<file path="src/vcc_map.vh">
// Register map, field positions and reset values of the voltage comparator control block
// Assumes word-aligned Avalon-MM byte addressing with 32-bit data, 8 bits used per register
`ifndef VCC_MAP_VH
`define VCC_MAP_VH

// Byte offsets
`define VCC_ANALOG_ENABLE_OFS  4'h0
`define VCC_CTRL_OFS           4'h4
`define VCC_STATUS_OFS         4'h8
`define VCC_INT_OFS            4'hC

// Field positions
`define VCC_CMP_EN_BIT         7
`define VCC_RESULT_BIT         7
`define VCC_PAD_OE_BIT         6
`define VCC_INT_FLAG_BIT       0
`define VCC_INT_EN_BIT         1

// Reset values
`define VCC_ANALOG_ENABLE_RST  8'h00
`define VCC_CTRL_RST           8'h00
`define VCC_STATUS_RST         8'h00

// Number of synchroniser stages on the analog result
`define VCC_SYNC_STAGES        2

`endif

</file>
<file path="src/vcc_comparator_ctrl.v">
// Digital control around one analog voltage comparator: enable, mode, input routing,
// registered result, change flag and pad output override.
// Assumes one clock, an Avalon-MM master, and analog switches driven by the select outputs.
//
// Overview of operation
// - Comparator powered only while comparator_enable bit 7 is set; resets off.
// - Halt input forces comparator off regardless of the enable bit.
// - Level code zero gives pad-to-pad mode, codes one to fifteen pad-to-reference.
// - Pad-to-reference inverting input is reference n/16 of supply.
// - Pad-to-reference non-inverting input from pad code; 1110 and 1111 select nothing.
// - Pad-to-pad codes 0000-0011 pair A0/A1, A1/A0, A2/A3, A3/A2.
// - Pad-to-pad codes 0100-1011 pair port A with port B lines, 1100-1111 port B lines with each other, per table.
// - Change flag sets when live result differs from its registered copy.
// - Reading the output status register loads the live result into the copy.
// - Result readable at bit 7 of the output status register.
// - Pad output enable drives port B line 3 with the live result.
// - Pad output enable disables the PWM channel one output.
//
// Register map, byte offsets on a 32-bit word bus, low byte used:
//   0x0 analog enable, bit 7 comparator enable
//   0x4 comparator control, bits 7:4 pad code, bits 3:0 level code
//   0x8 output status, bit 7 live result (read only), bit 6 pad output enable
//   0xC interrupt, bit 0 change flag (write 0 clears), bit 1 change interrupt enable
// Unmapped offsets read zero and ignore writes; byte lane 0 gates every write.
// Every access takes one wait state; the acknowledge cycle follows acceptance.
// Select vectors: bits 0-7 are port A lines 0-7, bits 8-13 port B lines 0-5.
// Limitation: a result pulse shorter than one clock period may be missed.
`timescale 1ns/1ps
`include "vcc_map.vh"

module vcc_comparator_ctrl #(
   parameter SYNC_STAGES = `VCC_SYNC_STAGES
) (
   input  wire        clk,
   input  wire        nrst,
   // Avalon-MM slave
   input  wire [3:0]  address,
   input  wire        read,
   input  wire        write,
   input  wire [31:0] writedata,
   input  wire [3:0]  byteenable,
   output reg  [31:0] readdata,
   output wire        waitrequest,
   // Core and analog side
   input  wire        haltMode,
   input  wire        cmpRawOut,
   input  wire        pwmChannelOneIn,
   output wire        cmpPowerOn,
   output wire        padToPadMode,
   output wire        padToRefMode,
   output reg  [3:0]  refLevel,
   output reg         posSelValid,
   output reg  [13:0] posPadSel,
   output reg  [13:0] negPadSel,
   output reg         portBLine3Out,
   output reg         portBLine3Oe,
   output wire        pwmChannelOneOut,
   output wire        cmpIntFlagOut
);

   // Bus answer states, one-hot
   localparam ST_IDLE = 2'h1;
   localparam ST_ACK  = 2'h2;

   // Register contents, result copy, synchroniser and bus state
   reg [7:0]             analogEnableReg;
   reg [7:0]             ctrlReg;
   reg                   padOe;
   reg                   intEn;
   reg                   intFlag;
   reg                   resultCopy;
   reg [SYNC_STAGES-1:0] syncChain;
   reg [1:0]             state;
   reg [1:0]             next_state;
   reg [31:0]            next_readdata;

   // Field views and bus decode
   wire       liveResult = syncChain[SYNC_STAGES-1];
   wire [3:0] levelSel   = ctrlReg[3:0];
   wire [3:0] padSel     = ctrlReg[7:4];
   wire       accept     = (state == ST_IDLE) && (read || write);
   wire       doWrite    = accept && write && byteenable[0];
   wire       statusRead = accept && read && (address == `VCC_STATUS_OFS);

   // One wait state per access, then the acknowledge cycle
   assign waitrequest = (state != ST_ACK);

   // Next state: a request seen in idle always moves to acknowledge
   always @* begin
      case (state)
         ST_IDLE: next_state = (read || write) ? ST_ACK : ST_IDLE;
         ST_ACK:  next_state = ST_IDLE;
         default: next_state = ST_IDLE;
      endcase
   end

   // Bus state register
   always @(posedge clk or negedge nrst) begin
      if (!nrst) begin
         state <= ST_IDLE;
      end else begin
         state <= next_state;
      end
   end

   // Synchroniser: only the next stage reads each earlier stage
   // A metastable first stage never reaches the flag or the pad output
   genvar gi;
   generate
      for (gi = 0; gi < SYNC_STAGES; gi = gi + 1) begin : gSync
         always @(posedge clk or negedge nrst) begin
            if (!nrst) begin
               syncChain[gi] <= 1'h0;
            end else if (gi == 0) begin
               syncChain[gi] <= cmpRawOut;
            end else begin
               syncChain[gi] <= syncChain[(gi == 0) ? 0 : gi - 1];
            end
         end
      end
   endgenerate

   // Register writes, registered result and change flag
   // A write without byte lane 0 changes nothing
   always @(posedge clk or negedge nrst) begin
      if (!nrst) begin
         analogEnableReg <= `VCC_ANALOG_ENABLE_RST;
         ctrlReg         <= `VCC_CTRL_RST;
         padOe           <= 1'h0;
         intEn           <= 1'h0;
         intFlag         <= 1'h0;
         resultCopy      <= 1'h0;
      end else begin
         if (doWrite && address == `VCC_ANALOG_ENABLE_OFS) begin
            analogEnableReg <= writedata[7:0];
         end
         if (doWrite && address == `VCC_CTRL_OFS) begin
            ctrlReg <= writedata[7:0];
         end
         if (doWrite && address == `VCC_STATUS_OFS) begin
            padOe <= writedata[`VCC_PAD_OE_BIT];
         end
         if (doWrite && address == `VCC_INT_OFS) begin
            intEn <= writedata[`VCC_INT_EN_BIT];
         end
         // Status read refreshes the copy, ending the mismatch
         if (statusRead) begin
            resultCopy <= liveResult;
         end
         // Set wins over a software clear in the same cycle
         // The flag keeps setting until a status read refreshes the copy
         if (liveResult != resultCopy) begin
            intFlag <= 1'h1;
         end else if (doWrite && address == `VCC_INT_OFS
                      && !writedata[`VCC_INT_FLAG_BIT]) begin
            intFlag <= 1'h0;
         end
      end
   end

   // Read data captured at acceptance, shown during the acknowledge cycle
   always @* begin
      next_readdata = 32'h00000000;
      case (address)
         `VCC_ANALOG_ENABLE_OFS: next_readdata[7:0] = analogEnableReg;
         `VCC_CTRL_OFS:          next_readdata[7:0] = ctrlReg;
         `VCC_STATUS_OFS: begin
            next_readdata[`VCC_RESULT_BIT] = liveResult;
            next_readdata[`VCC_PAD_OE_BIT] = padOe;
         end
         `VCC_INT_OFS: begin
            next_readdata[`VCC_INT_FLAG_BIT] = intFlag;
            next_readdata[`VCC_INT_EN_BIT]   = intEn;
         end
         default: next_readdata = 32'h00000000;
      endcase
   end

   // Read data register; holds its value until the next read
   always @(posedge clk or negedge nrst) begin
      if (!nrst) begin
         readdata <= 32'h00000000;
      end else if (accept && read) begin
         readdata <= next_readdata;
      end
   end

   // Power and mode decode
   // Halt removes power at once, whatever the enable bit holds
   assign cmpPowerOn    = analogEnableReg[`VCC_CMP_EN_BIT] && !haltMode;
   assign padToPadMode  = (levelSel == 4'h0);
   assign padToRefMode  = !padToPadMode;
   assign cmpIntFlagOut = intFlag && intEn;

   // Input routing; bits 0-7 are port A lines 0-7, bits 8-13 port B lines 0-5
   // Registered so the analog switches never see a decode glitch
   always @(posedge clk or negedge nrst) begin
      if (!nrst) begin
         refLevel    <= 4'h0;
         posSelValid <= 1'h0;
         posPadSel   <= 14'h0000;
         negPadSel   <= 14'h0000;
      end else begin
         refLevel  <= levelSel;
         posPadSel <= 14'h0000;
         negPadSel <= 14'h0000;
         if (padToRefMode) begin
            posSelValid <= (padSel < 4'hE);
            if (padSel < 4'hE) begin
               posPadSel[padSel] <= 1'h1;
            end
         end else begin
            // Pad pairs, non-inverting input first
            posSelValid <= 1'h1;
            case (padSel)
               4'h0: begin
                  posPadSel[0]  <= 1'h1;
                  negPadSel[1]  <= 1'h1;
               end
               4'h1: begin
                  posPadSel[1]  <= 1'h1;
                  negPadSel[0]  <= 1'h1;
               end
               4'h2: begin
                  posPadSel[2]  <= 1'h1;
                  negPadSel[3]  <= 1'h1;
               end
               4'h3: begin
                  posPadSel[3]  <= 1'h1;
                  negPadSel[2]  <= 1'h1;
               end
               4'h4: begin
                  posPadSel[0]  <= 1'h1;
                  negPadSel[11] <= 1'h1;
               end
               4'h5: begin
                  posPadSel[1]  <= 1'h1;
                  negPadSel[10] <= 1'h1;
               end
               4'h6: begin
                  posPadSel[2]  <= 1'h1;
                  negPadSel[13] <= 1'h1;
               end
               4'h7: begin
                  posPadSel[3]  <= 1'h1;
                  negPadSel[12] <= 1'h1;
               end
               4'h8: begin
                  posPadSel[10] <= 1'h1;
                  negPadSel[1]  <= 1'h1;
               end
               4'h9: begin
                  posPadSel[11] <= 1'h1;
                  negPadSel[0]  <= 1'h1;
               end
               4'hA: begin
                  posPadSel[12] <= 1'h1;
                  negPadSel[3]  <= 1'h1;
               end
               4'hB: begin
                  posPadSel[13] <= 1'h1;
                  negPadSel[2]  <= 1'h1;
               end
               4'hC: begin
                  posPadSel[10] <= 1'h1;
                  negPadSel[11] <= 1'h1;
               end
               4'hD: begin
                  posPadSel[11] <= 1'h1;
                  negPadSel[10] <= 1'h1;
               end
               4'hE: begin
                  posPadSel[12] <= 1'h1;
                  negPadSel[13] <= 1'h1;
               end
               default: begin
                  posPadSel[13] <= 1'h1;
                  negPadSel[12] <= 1'h1;
               end
            endcase
         end
      end
   end

   // Pad output of the live result; enable low while driving
   // Reset leaves the pad released so the port logic keeps it
   always @(posedge clk or negedge nrst) begin
      if (!nrst) begin
         portBLine3Out <= 1'h0;
         portBLine3Oe  <= 1'h1;
      end else begin
         portBLine3Out <= liveResult;
         portBLine3Oe  <= !padOe;
      end
   end

   // PWM channel one is blocked while the pad output is on
   assign pwmChannelOneOut = pwmChannelOneIn && !padOe;

endmodule

</file>
<file path="config.mk">
export PLATFORM = sky130hd
export DESIGN_NAME = vcc_comparator_ctrl
export DESIGN_NICKNAME = d
export VERILOG_FILES = /design/src/vcc_comparator_ctrl.v
export VERILOG_INCLUDE_DIRS = /design/src
export SDC_FILE = /design/constraint.sdc
export NUM_CORES = 1
export LEC_CHECK = 0
export BUFFER_PORTS_ARGS = -buffer_cell sky130_fd_sc_hd__buf_4
export CAP_MARGIN = 20
export CORE_ASPECT_RATIO = 1.4
export CORE_UTILIZATION = 46
export CTS_BUF_LIST = sky130_fd_sc_hd__clkbuf_4 sky130_fd_sc_hd__clkbuf_8
export CTS_CLUSTER_SIZE = 24
export DETAILED_ROUTE_END_ITERATION = 16
export GPL_ROUTABILITY_DRIVEN = 0
export PLACE_DENSITY = 0.79
export SLEW_MARGIN = 10
export SYNTH_ARGS = -nofsm -noshare
export SYNTH_HDL_FRONTEND = slang
export SYNTH_SLANG_ARGS = --single-unit
</file>
<file path="constraint.sdc">
create_clock -name clk -period 2.05 [get_ports clk]
set_input_delay 0.41 -clock clk [delete_from_list [all_inputs] [get_ports clk]]
set_output_delay 0.41 -clock clk [all_outputs]
set_load 0.01 [all_outputs]
</file>
Word-level counts from Yosys, hierarchy flattened
Cells that the tools add are included.
{"block": "totals", "register_bits": 61, "latch_bits": 0, "ramBits": 0, "mem_bits_ro": 0, "inputBits": 47, "out_inout_bits": 73, "word_cells": 110, "memories": 0}
{"block": "op_classes", "add_sub_neg": 0, "n_mul": 0, "n_div": 0, "order_cmp": 3, "eq_ne": 20, "shift": 0, "mux": 32, "n_bitwise": 0, "reduce_logical": 39}
{"op": "$eq A4 B4 Y1 const B", "n": 9}
{"op": "$reduce_or A14 Y1", "n": 2}
{"op": "$reduce_or A2 Y1", "n": 14}
{"op": "$eq A4 B3 Y1 const B", "n": 5}
{"op": "$mux W1", "n": 20}
{"op": "$mux W4", "n": 4}
{"op": "$logic_and A1 B1 Y1", "n": 14}
{"op": "$mux W14", "n": 1}
{"op": "$logic_not A4 Y1", "n": 3}
{"op": "$pmux W2 S3", "n": 2}
{"op": "$eq A4 B2 Y1 const B", "n": 2}
{"op": "$pmux W4 S2", "n": 1}
{"op": "$mux W6", "n": 1}
{"op": "$lt A4 B5 Y1 const B", "n": 1}
{"op": "$demux W1 S4", "n": 1}
{"op": "$eq A4 B1 Y1 const B", "n": 1}
{"op": "$ge A4 B1 Y1 const B", "n": 1}
{"op": "$logic_not A1 Y1", "n": 4}
{"op": "$lt A4 B4 Y1 const B", "n": 1}
{"op": "$mux W2", "n": 2}
{"op": "$eq A2 B1 Y1 const B", "n": 1}
{"op": "$ne A2 B2 Y1 const B", "n": 1}
{"op": "$reduce_bool A2 Y1", "n": 1}
{"op": "$logic_or A1 B1 Y1", "n": 1}
{"op": "$ne A1 B1 Y1", "n": 1}

Depth between registers and ports, before layout
Gate-level depths: netlist of run 1.
{"block": "logic_depth", "depth_word": 8, "depth_mapped": 5, "depth_no_buf": 4}

Least setup slack after synthesis of run 1
No wires, ideal clock.
{"block": "synth_path", "path_type": "input port to flip-flop", "startpoint": "input address[1]", "endpoint": "register analogEnableReg[0]", "setup_ns": 0.125, "arrival_ns": 1.663, "t_required_ns": 1.925, "path_slack_ns": 0.262, "path_stages": 5, "path_buffers": 2, "path_cell_list": "or2_1 buf_6 or4_4 buf_6 mux2_4"}
{"block": "synth_between", "elab_chain_cells": 2}
{"item": "start: declaration", "line": "vcc_comparator_ctrl.v:37", "text": "input wire [3:0] address,"}
{"item": "$logic_not A4 Y1"}
{"item": "$logic_and A1 B1 Y1 (no source line)"}
{"item": "end signal: assignment", "line": "vcc_comparator_ctrl.v:127", "text": "analogEnableReg <= `VCC_ANALOG_ENABLE_RST;"}
{"item": "end signal: assignment", "line": "vcc_comparator_ctrl.v:135", "text": "analogEnableReg <= writedata[7:0];"}
{"item": "end: declaration", "line": "vcc_comparator_ctrl.v:66", "text": "reg [7:0] analogEnableReg;"}
Every way passes these cells.
A chain may end at the register's enable or synchronous reset.

Worst setup path after layout of run 1
{"block": "layout_path", "startpoint": "register ctrlReg[1]", "endpoint": "output padToPadMode"}
{"block": "layout_between", "elab_chain_cells": 1}
{"item": "start: declaration", "line": "vcc_comparator_ctrl.v:67", "text": "reg [7:0] ctrlReg;"}
{"item": "start signal: assignment", "line": "vcc_comparator_ctrl.v:128", "text": "ctrlReg <= `VCC_CTRL_RST;"}
{"item": "start signal: assignment", "line": "vcc_comparator_ctrl.v:138", "text": "ctrlReg <= writedata[7:0];"}
{"item": "$logic_not A4 Y1", "line": "vcc_comparator_ctrl.v:191", "text": "assign padToPadMode = (levelSel == 4'h0);"}
{"item": "end: declaration", "line": "vcc_comparator_ctrl.v:49", "text": "output wire padToPadMode,"}
Every way passes these cells.

==> run metrics, run 1 <==
fin nets=332; Flop pwr share=43.8%; initial antenna violation count=0; Critical Path Fanout Max=5; core area=5490 sq um; final setup fails=0; Max VDD drop=0.000456 V; worst hold path type=in2async; Port Buffers=62; Clk pwr share=32.8%; status=completed; H-Tree Level Count=3; dpl ws=0.189 ns; clock transition at the registers of the reported paths=0.07 ns; cells on worst reg2reg path=3; first-pass GRT wire length=8.05 mm; register area share after synthesis=58.3%; CP Data Arrival Time=1.57 ns; clk_lat worst skew=0.34 ns; DRC violations left=0; # rows=32; setup TNS=0 ns; fin crit period=1.98 ns; Final Max Tran Viols=0; syn_area_per_cell=12.1 sq um; Initial DRC Count=103; leakage=0.00166 uW; Worst Tran Pin Value=0.729 ns; Yosys top cell area share=56.3%; Post-synth ARST share=100%; Yosys cell types=36; final wirelength=5.20 mm; number of antenna repair diodes=0; DR WL/cell=14.5 microns; MaxCap Viol Count=0; CP cell instances=or4_4 > inv_1 > buf_4; Slew HR=51.4%; die area=6010 sq um; Max stage delay on crit path=0.57 ns; Congestion Overflow GR=0; switching power=1040 uW; post-route ant nets=0; CTS max path bufs=2; layout cells sized above 1=39.0%; number of buffers created by CTS=9; Die X=65.8 microns; yosys warns=0; Cell Count Post-Placement=342; fmax=504 MHz; switch share=29.0%; Tcrit/Tclk final=96.8%; # hold bufs at CTS=0; Design Area, Final=3280 sq um; GRT Overall Usage=19.0%; Worst Skew=0.00472 ns; Clock Sink Count=61; cell taking the most area after synthesis=dfrtp_1; WP data required=1.64 ns; Pre-antenna DRT Iters=4; root buf cell=clkbuf_8; slowest CP cell=or4_4; pin count of the biggest net entering global routing=62; Vias per Instance=4.88; FF+latch count, synth=61; DP HPWL=3.59 mm; Fin. Hold Viols=0; Primary FF master, synth=dfrtp_1; initial core utilization=47.8%; Non-Filler Instances=358; largest cells by area after synthesis=dfrtp_1 56%, buf_4 8.6%, mux2_2 6.4%; Critical Path End Type=output port; WS Path Type=reg2out; RSZ-0062 raised after global routing=no; Comb power frac=23.4%; Post-synth EDFFs=0; Syn Inst Count=216; setup ws final=0.0665 ns; Via Count=1,746; Internal=2540 uW; Post-CTS Setup Inserts=0; post-CTS sizing=1; Cell Pwr Density=1090 nW/um^2; Startpoint Class=flop; cell area after synthesis=2620 sq um; vias in the first global route=1,716; die height=91.3 microns; Boundary Pins=120; P&R area growth vs syn=24.9%; Placed Area=3050 sq um; TritonCTS clock tree=yes
==> registers in the layout, indices dropped and copies added, names as in the netlist, 2 cells and up <==
register         cells
analogEnableReg      8
refLevel             4
ctrlReg              8
posPadSel           14
state                2
negPadSel            8
readdata             8
==> layout make-up <==
type	count	area (sq um)
clock buffers	10	131
clock inverters	6	87.6
fillers	460	2210
inverters	3	11.3
multi-input cells	142	920
flip-flops and latches	61	1530
well taps	68	85.1
repair buffers	68	510
==> routing by layer <==
metal,track usage (%),wire [microns],up-vias,share of wire [%]
met5,0,0,-,0
met4,8.15,96,0,1.8
met3,7.91,374,8,7.2
met2,31.2,2740,72,53
met1,20.9,1980,854,38
li1,-,-,812,-
==> final timing paths <==
| check | startpoint | to | slack, ns |
|---|---|---|---|
| worst max-delay path | ctrlReg[1] | padToPadMode | 0.07 |
| worst min-delay path | nrst | posSelValid | 0.13 |
| worst max register to register | state[0] | analogEnableReg[4] | 0.28 |
| min in group clk | cmpRawOut | syncChain[0] | 0.17 |
| max in group asynchronous | nrst | ctrlReg[1] | 1.40 |
| worst min register to register | syncChain[0] | liveResult | 0.35 |
==> power groups by stage <==
stage          registers, uW  logic, uW  clock network (uW)
2_1_floorplan           1580        478                   0
3_5_place_dp            1590        825                   0
3_3_place_gp            1580        804                   0
6_report                1570        838                1170
5_1_grt                 1590        914                1260
4_1_cts                 1570        848                1190
==> synth_stat cells, types with 2 or more instances <==
master,count
a22oi_1,3
buf_4,30
buf_6,2
clkbuf_1,6
dfrtp_1,59
dfstp_2,2
inv_1,3
mux2_2,15
mux2_4,8
mux2i_1,5
nand2_1,15
nand2b_1,7
nand3_1,2
nor2_1,13
nor2b_1,5
nor3_1,12
nor4_1,2
o21ai_0,7
o41ai_1,3
==> per-stage QoR <==
step / hold slack [ns] / utilization, % / total power (uW)
6_report: 0.131 / 59.7 / 3580
5_1_grt: 0.157 / 59.7 / 3760
4_1_cts: 0.145 / 59.7 / 3610
3_5_place_dp: 0.339 / 55.6 / 2410
3_3_place_gp: 0.332 / 55.6 / 2380
2_1_floorplan: 0.114 / - / 2060
==> placed cells by master, fill, tap and decap left out, drive strengths merged <==
master and instances:
a221oi 1, a22oi 3, and2 1, and3 1
and3b 1, and4 1, buf 68, bufinv 2
clkbuf 10, clkinv 1, clkinvlp 3, conb 30
dfrtp 59, dfstp 2, inv 3, mux2 23
mux2i 5, nand2 15, nand2b 7, nand3 2
nand3b 1, nand4 1, nand4b 1, nor2 13
nor2b 5, nor3 12, nor4 2, nor4b 1
o21a 1, o21ai 7, o41ai 3, or2 2
or4 2, xnor2 1
==> worst max-delay path: cells and delay by family (launching register included) <==
family                 cells  cell delay, ns
flip-flops                 1            0.45
buffers and inverters      2            0.21
AND/OR/NAND/NOR            1            0.57
==> cell families (layout without fill, tap and decap cells) <==
kind of cell    Yosys count  after routing  share of synthesized area, %
xor+xnor                  1              1                         0.334
other cells               1             30                         0.143
flops                    61             61                          58.3
buf+inv                  42             87                          10.9
compound gates           15             15                          3.82
simple gates             68             68                          13.6
mux                      28             28                          12.9
Note: power is estimated with default switching activity, not from simulation.
==> run 2: changes to the inputs <==
--- a/config.mk
+++ b/config.mk
@@ -14,8 +14,9 @@
 export CTS_CLUSTER_SIZE = 24
 export DETAILED_ROUTE_END_ITERATION = 16
 export GPL_ROUTABILITY_DRIVEN = 0
+export GPL_TIMING_DRIVEN = 0
 export PLACE_DENSITY = 0.79
-export SLEW_MARGIN = 10
+export SLEW_MARGIN = 0
 export SYNTH_ARGS = -nofsm -noshare
 export SYNTH_HDL_FRONTEND = slang
 export SYNTH_SLANG_ARGS = --single-unit
==> run 2 against run 1 <==
Non-clock buffer count is 33 higher. Via count is 5.6% higher. Cell area is 8.2% higher. Maximum frequency is 0.54% higher. Combinational power is 6.9% higher. Worst hold slack better by 0.0059 ns. Critical endpoint unchanged.
==> run metrics, run 2 (synthesized netlist as in run 1, its figures left out) <==
status=completed; RSZ-0062 raised after global routing=no; GRT Overall Usage=19.7% (+0.73 points); CP Data Arrival Time=1.56 ns (about the same); DRC violations left=0 (unchanged); Comb power frac=23.8% (+0.4 points); clk_lat worst skew=0.34 ns (about the same); root buf cell=clkbuf_8; worst hold path type=in2async; Max VDD drop=0.000624 V (+37%); Critical Path End Type=output port; Flop pwr share=41.1% (-2.7 points); pin count of the biggest net entering global routing=62 (unchanged); Placed Area=3280 sq um (+7.5%); Boundary Pins=120 (unchanged); Congestion Overflow GR=0 (unchanged); Slew HR=51.1% (-0.28 points); Die X=65.8 microns (unchanged); Port Buffers=62 (unchanged); MaxCap Viol Count=0 (unchanged); Reg with most FFs=posPadSel; die height=91.3 microns (unchanged); slowest CP cell=or4_4; leakage=0.00185 uW (+12%); Largest register FFs=14 (unchanged); first-pass GRT wire length=8.67 mm (+7.7%); switch share=27.2% (-1.8 points); Startpoint Class=flop; Max stage delay on crit path=0.59 ns (+0.02 ns); layout cells sized above 1=43.7% (+4.7 points); WP data required=1.64 ns (about the same); CP Buf/Inv Count=2 (unchanged); DR WL/cell=13.6 microns (-6.0%); clock transition at the registers of the reported paths=0.07 ns (about the same); post-route ant nets=0 (unchanged); initial antenna violation count=0 (unchanged); Clock Sink Count=61 (unchanged); core area=5490 sq um (unchanged); # rows=32 (unchanged); TritonCTS clock tree=yes; vias in the first global route=1,848 (+7.7%); Worst Tran Pin Value=0.733 ns (+0.00420 ns); Internal=2740 uW (+8.0%); initial core utilization=47.8% (unchanged); CTS max path bufs=2 (unchanged); P&R area growth vs syn=35.1%; most frequent cells in the layout=93 x buf_4, 59 x dfrtp_1, 30 x conb_1, 15 x nand2_1, 15 x mux2_2; Final Max Tran Viols=0 (unchanged); fin crit period=1.97 ns (-0.0107 ns); Total Power=3760 uW (+5.2%); number of buffers created by CTS=9 (unchanged); Cell Pwr Density=1060 nW/um^2 (-2.7%); Tcrit/Tclk final=96.2% (-0.52 points); die area=6010 sq um (unchanged); Via Count=1,843 (+5.6%); switching power=1020 uW (-1.4%); Pre-antenna DRT Iters=4 (unchanged); Vias per Instance=4.71 (-3.4%); Crit path max-delay family=simple AND/OR/NAND/NOR gates; final wirelength=5.34 mm (+2.7%); CP cell instances=or4_4 > inv_1 > buf_4; H-Tree Level Count=3 (unchanged); Critical Path Fanout Max=5 (unchanged); DP HPWL=3.80 mm (+5.8%); Initial DRC Count=101 (-1.9%); Worst Skew=0.00721 ns (+0.00249 ns); fin nets=365 (+9.9%); WS Path Type=reg2out; Fin. Hold Viols=0 (unchanged); fmax=507 MHz (+0.54%); number of antenna repair diodes=0 (unchanged); final setup fails=0 (unchanged); Design Area, Final=3540 sq um (+8.2%); Clk pwr share=35.1% (+2.3 points); most common cell after layout, fill and taps aside=buf_4
==> run 2: cell count changes in the layout (fill, tap and decap cells not counted), moves of 2 or more <==
cell,before,now
buf_4,68,93
clkbuf_1,0,5
clkinvlp_4,3,0
buf_6,0,2
==> run 2: final timing paths <==
check | from | endpoint | slack, ns | cells after the start
setup / recovery | ctrlReg[3] | padToPadMode | 0.08 | 3
hold / removal | nrst | posPadSel[6] | 0.14 | 1
setup reg to reg | state[0] | analogEnableReg[4] | 0.26 | 4
hold reg to reg | syncChain[0] | liveResult | 0.36 | 0
max in group asynchronous | nrst | ctrlReg[5] | 1.44 | 1
min in group clk | cmpRawOut | syncChain[0] | 0.18 | 1
==> run 2: timing repair <==
action,in CTS,in global routing
resized for setup,1,1
hold buffers,0,0
buffers inserted,1,0
endpoints found under the hold margin,0,0
endpoints found under the setup margin,2,3
pin swaps,1,0
gates cloned,0,0
==> run 2: area by class of cell <==
type	count	area, sq um
buffer	38	272
clock buffer	12	153
clock inverter	4	95.1
fill	444	1940
inverter	3	11.3
multi-input combinational	142	926
sequential	61	1530
tap	68	85.1
timing repair buffer	63	473
==> run 2: per-layer routing <==
metal / routed length, microns / share of wire, % / track usage [%]
met1: 2030 / 38 / 21.9
met2: 2850 / 53 / 33.8
met3: 343 / 6.4 / 4.02
met4: 107 / 2.0 / 11.2
met5: 0 / 0 / 0
==> run 2: power by group through the flow <==
stage	registers [uW]	clock network, uW	logic, uW
4_1_cts	1550	1340	901
5_1_grt	1570	1400	982
3_3_place_gp	1560	0	846
2_1_floorplan	1580	0	478
6_report	1550	1320	896
3_5_place_dp	1570	0	868
==> run 2: stage by stage <==
step | cells | setup WS [ns] | hold WS (ns) | utilization (%) | TNS (ns)
2_1_floorplan | 245 | 0.262 | 0.114 | - | 0
3_3_place_gp | 375 | -0.229 | 0.332 | 59.8 | -1.79
3_5_place_dp | 375 | -0.248 | 0.349 | 59.8 | -1.90
4_1_cts | 391 | 0.0606 | 0.158 | 64.5 | 0
5_1_grt | 391 | 0.0110 | 0.183 | 64.6 | 0
6_report | 391 | 0.0772 | 0.137 | 64.6 | 0
==> run 3: changes to the inputs <==
--- a/config.mk
+++ b/config.mk
@@ -13,9 +13,9 @@
 export CTS_BUF_LIST = sky130_fd_sc_hd__clkbuf_4 sky130_fd_sc_hd__clkbuf_8
 export CTS_CLUSTER_SIZE = 24
 export DETAILED_ROUTE_END_ITERATION = 16
-export GPL_ROUTABILITY_DRIVEN = 0
 export GPL_TIMING_DRIVEN = 0
 export PLACE_DENSITY = 0.79
+export REMOVE_ABC_BUFFERS = 1
 export SLEW_MARGIN = 0
 export SYNTH_ARGS = -nofsm -noshare
 export SYNTH_HDL_FRONTEND = slang
==> run 3 against run 2 <==
First-iteration DRC count grew 4.0%. Maximum frequency shrank 1.3%. Critical endpoint unchanged. Critical path depth is the same. Largest power group unchanged.
==> run metrics, run 3 (synthesized netlist as in run 1, its figures left out) <==
number of antenna repair diodes=0 (unchanged); worst reg2reg path startpoint=state[0]; CTS max path bufs=2 (unchanged); WP data required=1.64 ns (about the same); initial antenna violation count=0 (unchanged); switching power=989 uW (-3.3%); core area=5490 sq um (unchanged); DRC violations left=0 (unchanged); R2R setup slack=0.31 ns (+0.05 ns); root buf cell=clkbuf_8; DR WL/cell=14.1 microns (+3.5%); Reg with most FFs=posPadSel; Cell Pwr Density=1030 nW/um^2 (-3.3%); pin count of the biggest net entering global routing=62 (unchanged); dpl ws=-0.306 ns (-0.0585 ns); Critical Path End Type=output port; vias in the first global route=1,661 (-10%); first-pass GRT wire length=8.27 mm (-4.6%); Congestion Overflow GR=0 (unchanged); minimum hold slack=0.131 ns (-0.00583 ns); Worst Skew=0.00547 ns (-0.00174 ns); Die X=65.8 microns (unchanged); Via Count=1,739 (-5.6%); RSZ-0062 raised after global routing=no; Pre-antenna DRT Iters=4 (unchanged); cells on worst reg2reg path=3 (-1); initial core utilization=47.8% (unchanged); Tcrit/Tclk final=97.5% (+1.2 points); CP Data Arrival Time=1.59 ns (+0.03 ns); Critical Path Fanout Max=7 (+2); # hold bufs at CTS=0 (unchanged); die height=91.3 microns (unchanged); DP HPWL=3.49 mm (-8.0%); Max VDD drop=0.000472 V (-24%); Total Power=3290 uW (-13%); Flop pwr share=48.1% (+7.0 points); MaxCap Viol Count=0 (unchanged); FF-to-FF End=analogEnableReg[2]; H-Tree Level Count=3 (unchanged); final wirelength=5.00 mm (-6.3%); Final Max Tran Viols=0 (unchanged); setup ws final=0.0521 ns (-0.0251 ns); GP Congestion=0.852; Startpoint Class=flop; Comb power frac=24.6% (+0.8 points); Clk pwr share=27.3% (-7.8 points); worst setup path startpoint=ctrlReg[1]; Initial DRC Count=105 (+4.0%); Boundary Pins=120 (unchanged); most frequent cells in the layout=65 x buf_4, 58 x dfrtp_1, 30 x conb_1, 15 x nand2_1, 15 x mux2_2; fmax=501 MHz (-1.3%); switch share=30.0% (+2.9 points); clock transition at the registers of the reported paths=0.07 ns (about the same); Vias per Instance=4.91 (+4.2%); clk_lat worst skew=0.33 ns (about the same); status=completed; # rows=32 (unchanged); most common cell after layout, fill and taps aside=buf_4; TritonCTS clock tree=yes; Clock Sink Count=61 (unchanged); worst hold path type=in2async; final setup fails=0 (unchanged); Internal=2300 uW (-16%); GRT Overall Usage=18.7% (-0.98 points); Fin. Hold Viols=0 (unchanged); WS Path Type=reg2out; Slew HR=50.9% (-0.19 points); layout cells sized above 1=38.5% (-5.2 points); Port Buffers=62 (unchanged); fin crit period=2.00 ns (+0.0251 ns); die area=6010 sq um (unchanged); Largest register FFs=14 (unchanged); Worst Tran Pin Value=0.736 ns (+0.00284 ns); P&R area growth vs syn=22.2%; post-route ant nets=0 (unchanged); fin nets=329 (-9.9%); number of buffers created by CTS=9 (unchanged); leakage=0.00163 uW (-12%)
## run 3: critical path: stages, from the launching register on
cell     delay (ns)
dfrtp_2        0.43
or4_4          0.61
inv_1          0.10
buf_4          0.12
## run 3: through the flow
step           utilization [%]  cells  setup TNS (ns)  cell area [sq um]
5_1_grt                   58.4    354               0               3210
6_report                  58.4    354               0               3210
3_3_place_gp              54.8    336           -2.19               3010
4_1_cts                   57.9    351               0               3180
2_1_floorplan                -    206               0               2460
3_5_place_dp              54.8    336           -2.40               3010
## run 3: worst max-delay path by stage
stage	to	slack [ns]	cells past startpoint
global placement	ctrlReg[7]	-0.27	4
floorplan	ctrlReg[0]	0.27	3
finish	padToPadMode	0.05	3
detailed placement	ctrlReg[5]	-0.31	4
CTS	padToPadMode	0.005	3
global route	padToPadMode	0.007	3
## run 3: area by class of cell
| cell class | instances | area, sq um |
|---|---|---|
| repair buffers | 65 | 488 |
| fillers | 463 | 2280 |
| multi-input cells | 142 | 926 |
| inverters | 3 | 11.3 |
| flip-flops and latches | 61 | 1530 |
| clock inverters | 5 | 27.5 |
| well taps | 68 | 85.1 |
| clock buffers | 10 | 138 |
## run 3: power by group through the flow
| stage | logic, uW | registers [uW] | clock network (uW) |
|---|---|---|---|
| after detailed placement | 768 | 1610 | 0 |
| after CTS | 779 | 1590 | 917 |
| after global routing | 892 | 1610 | 985 |
| final | 811 | 1580 | 899 |
| after global placement | 751 | 1590 | 0 |
| after floorplan | 393 | 1600 | 0 |
## run 3: timing repair
| item | in CTS | in global routing |
|---|---|---|
| buffers inserted | 0 | 3 |
| pin swaps | 1 | 1 |
| endpoints found under the hold margin | 0 | 0 |
| setup endpoints to repair | 2 | 9 |
| resized for setup | 1 | 2 |
## run 3: layer usage
| layer | track usage (%) | vias up | wire, microns |
|---|---|---|---|
| li1 | - | 805 | - |
| met1 | 23.1 | 855 | 1960 |
| met2 | 30.5 | 71 | 2650 |
| met3 | 4.02 | 8 | 298 |
| met4 | 8.70 | 0 | 92 |
| met5 | 0 | - | 0 |
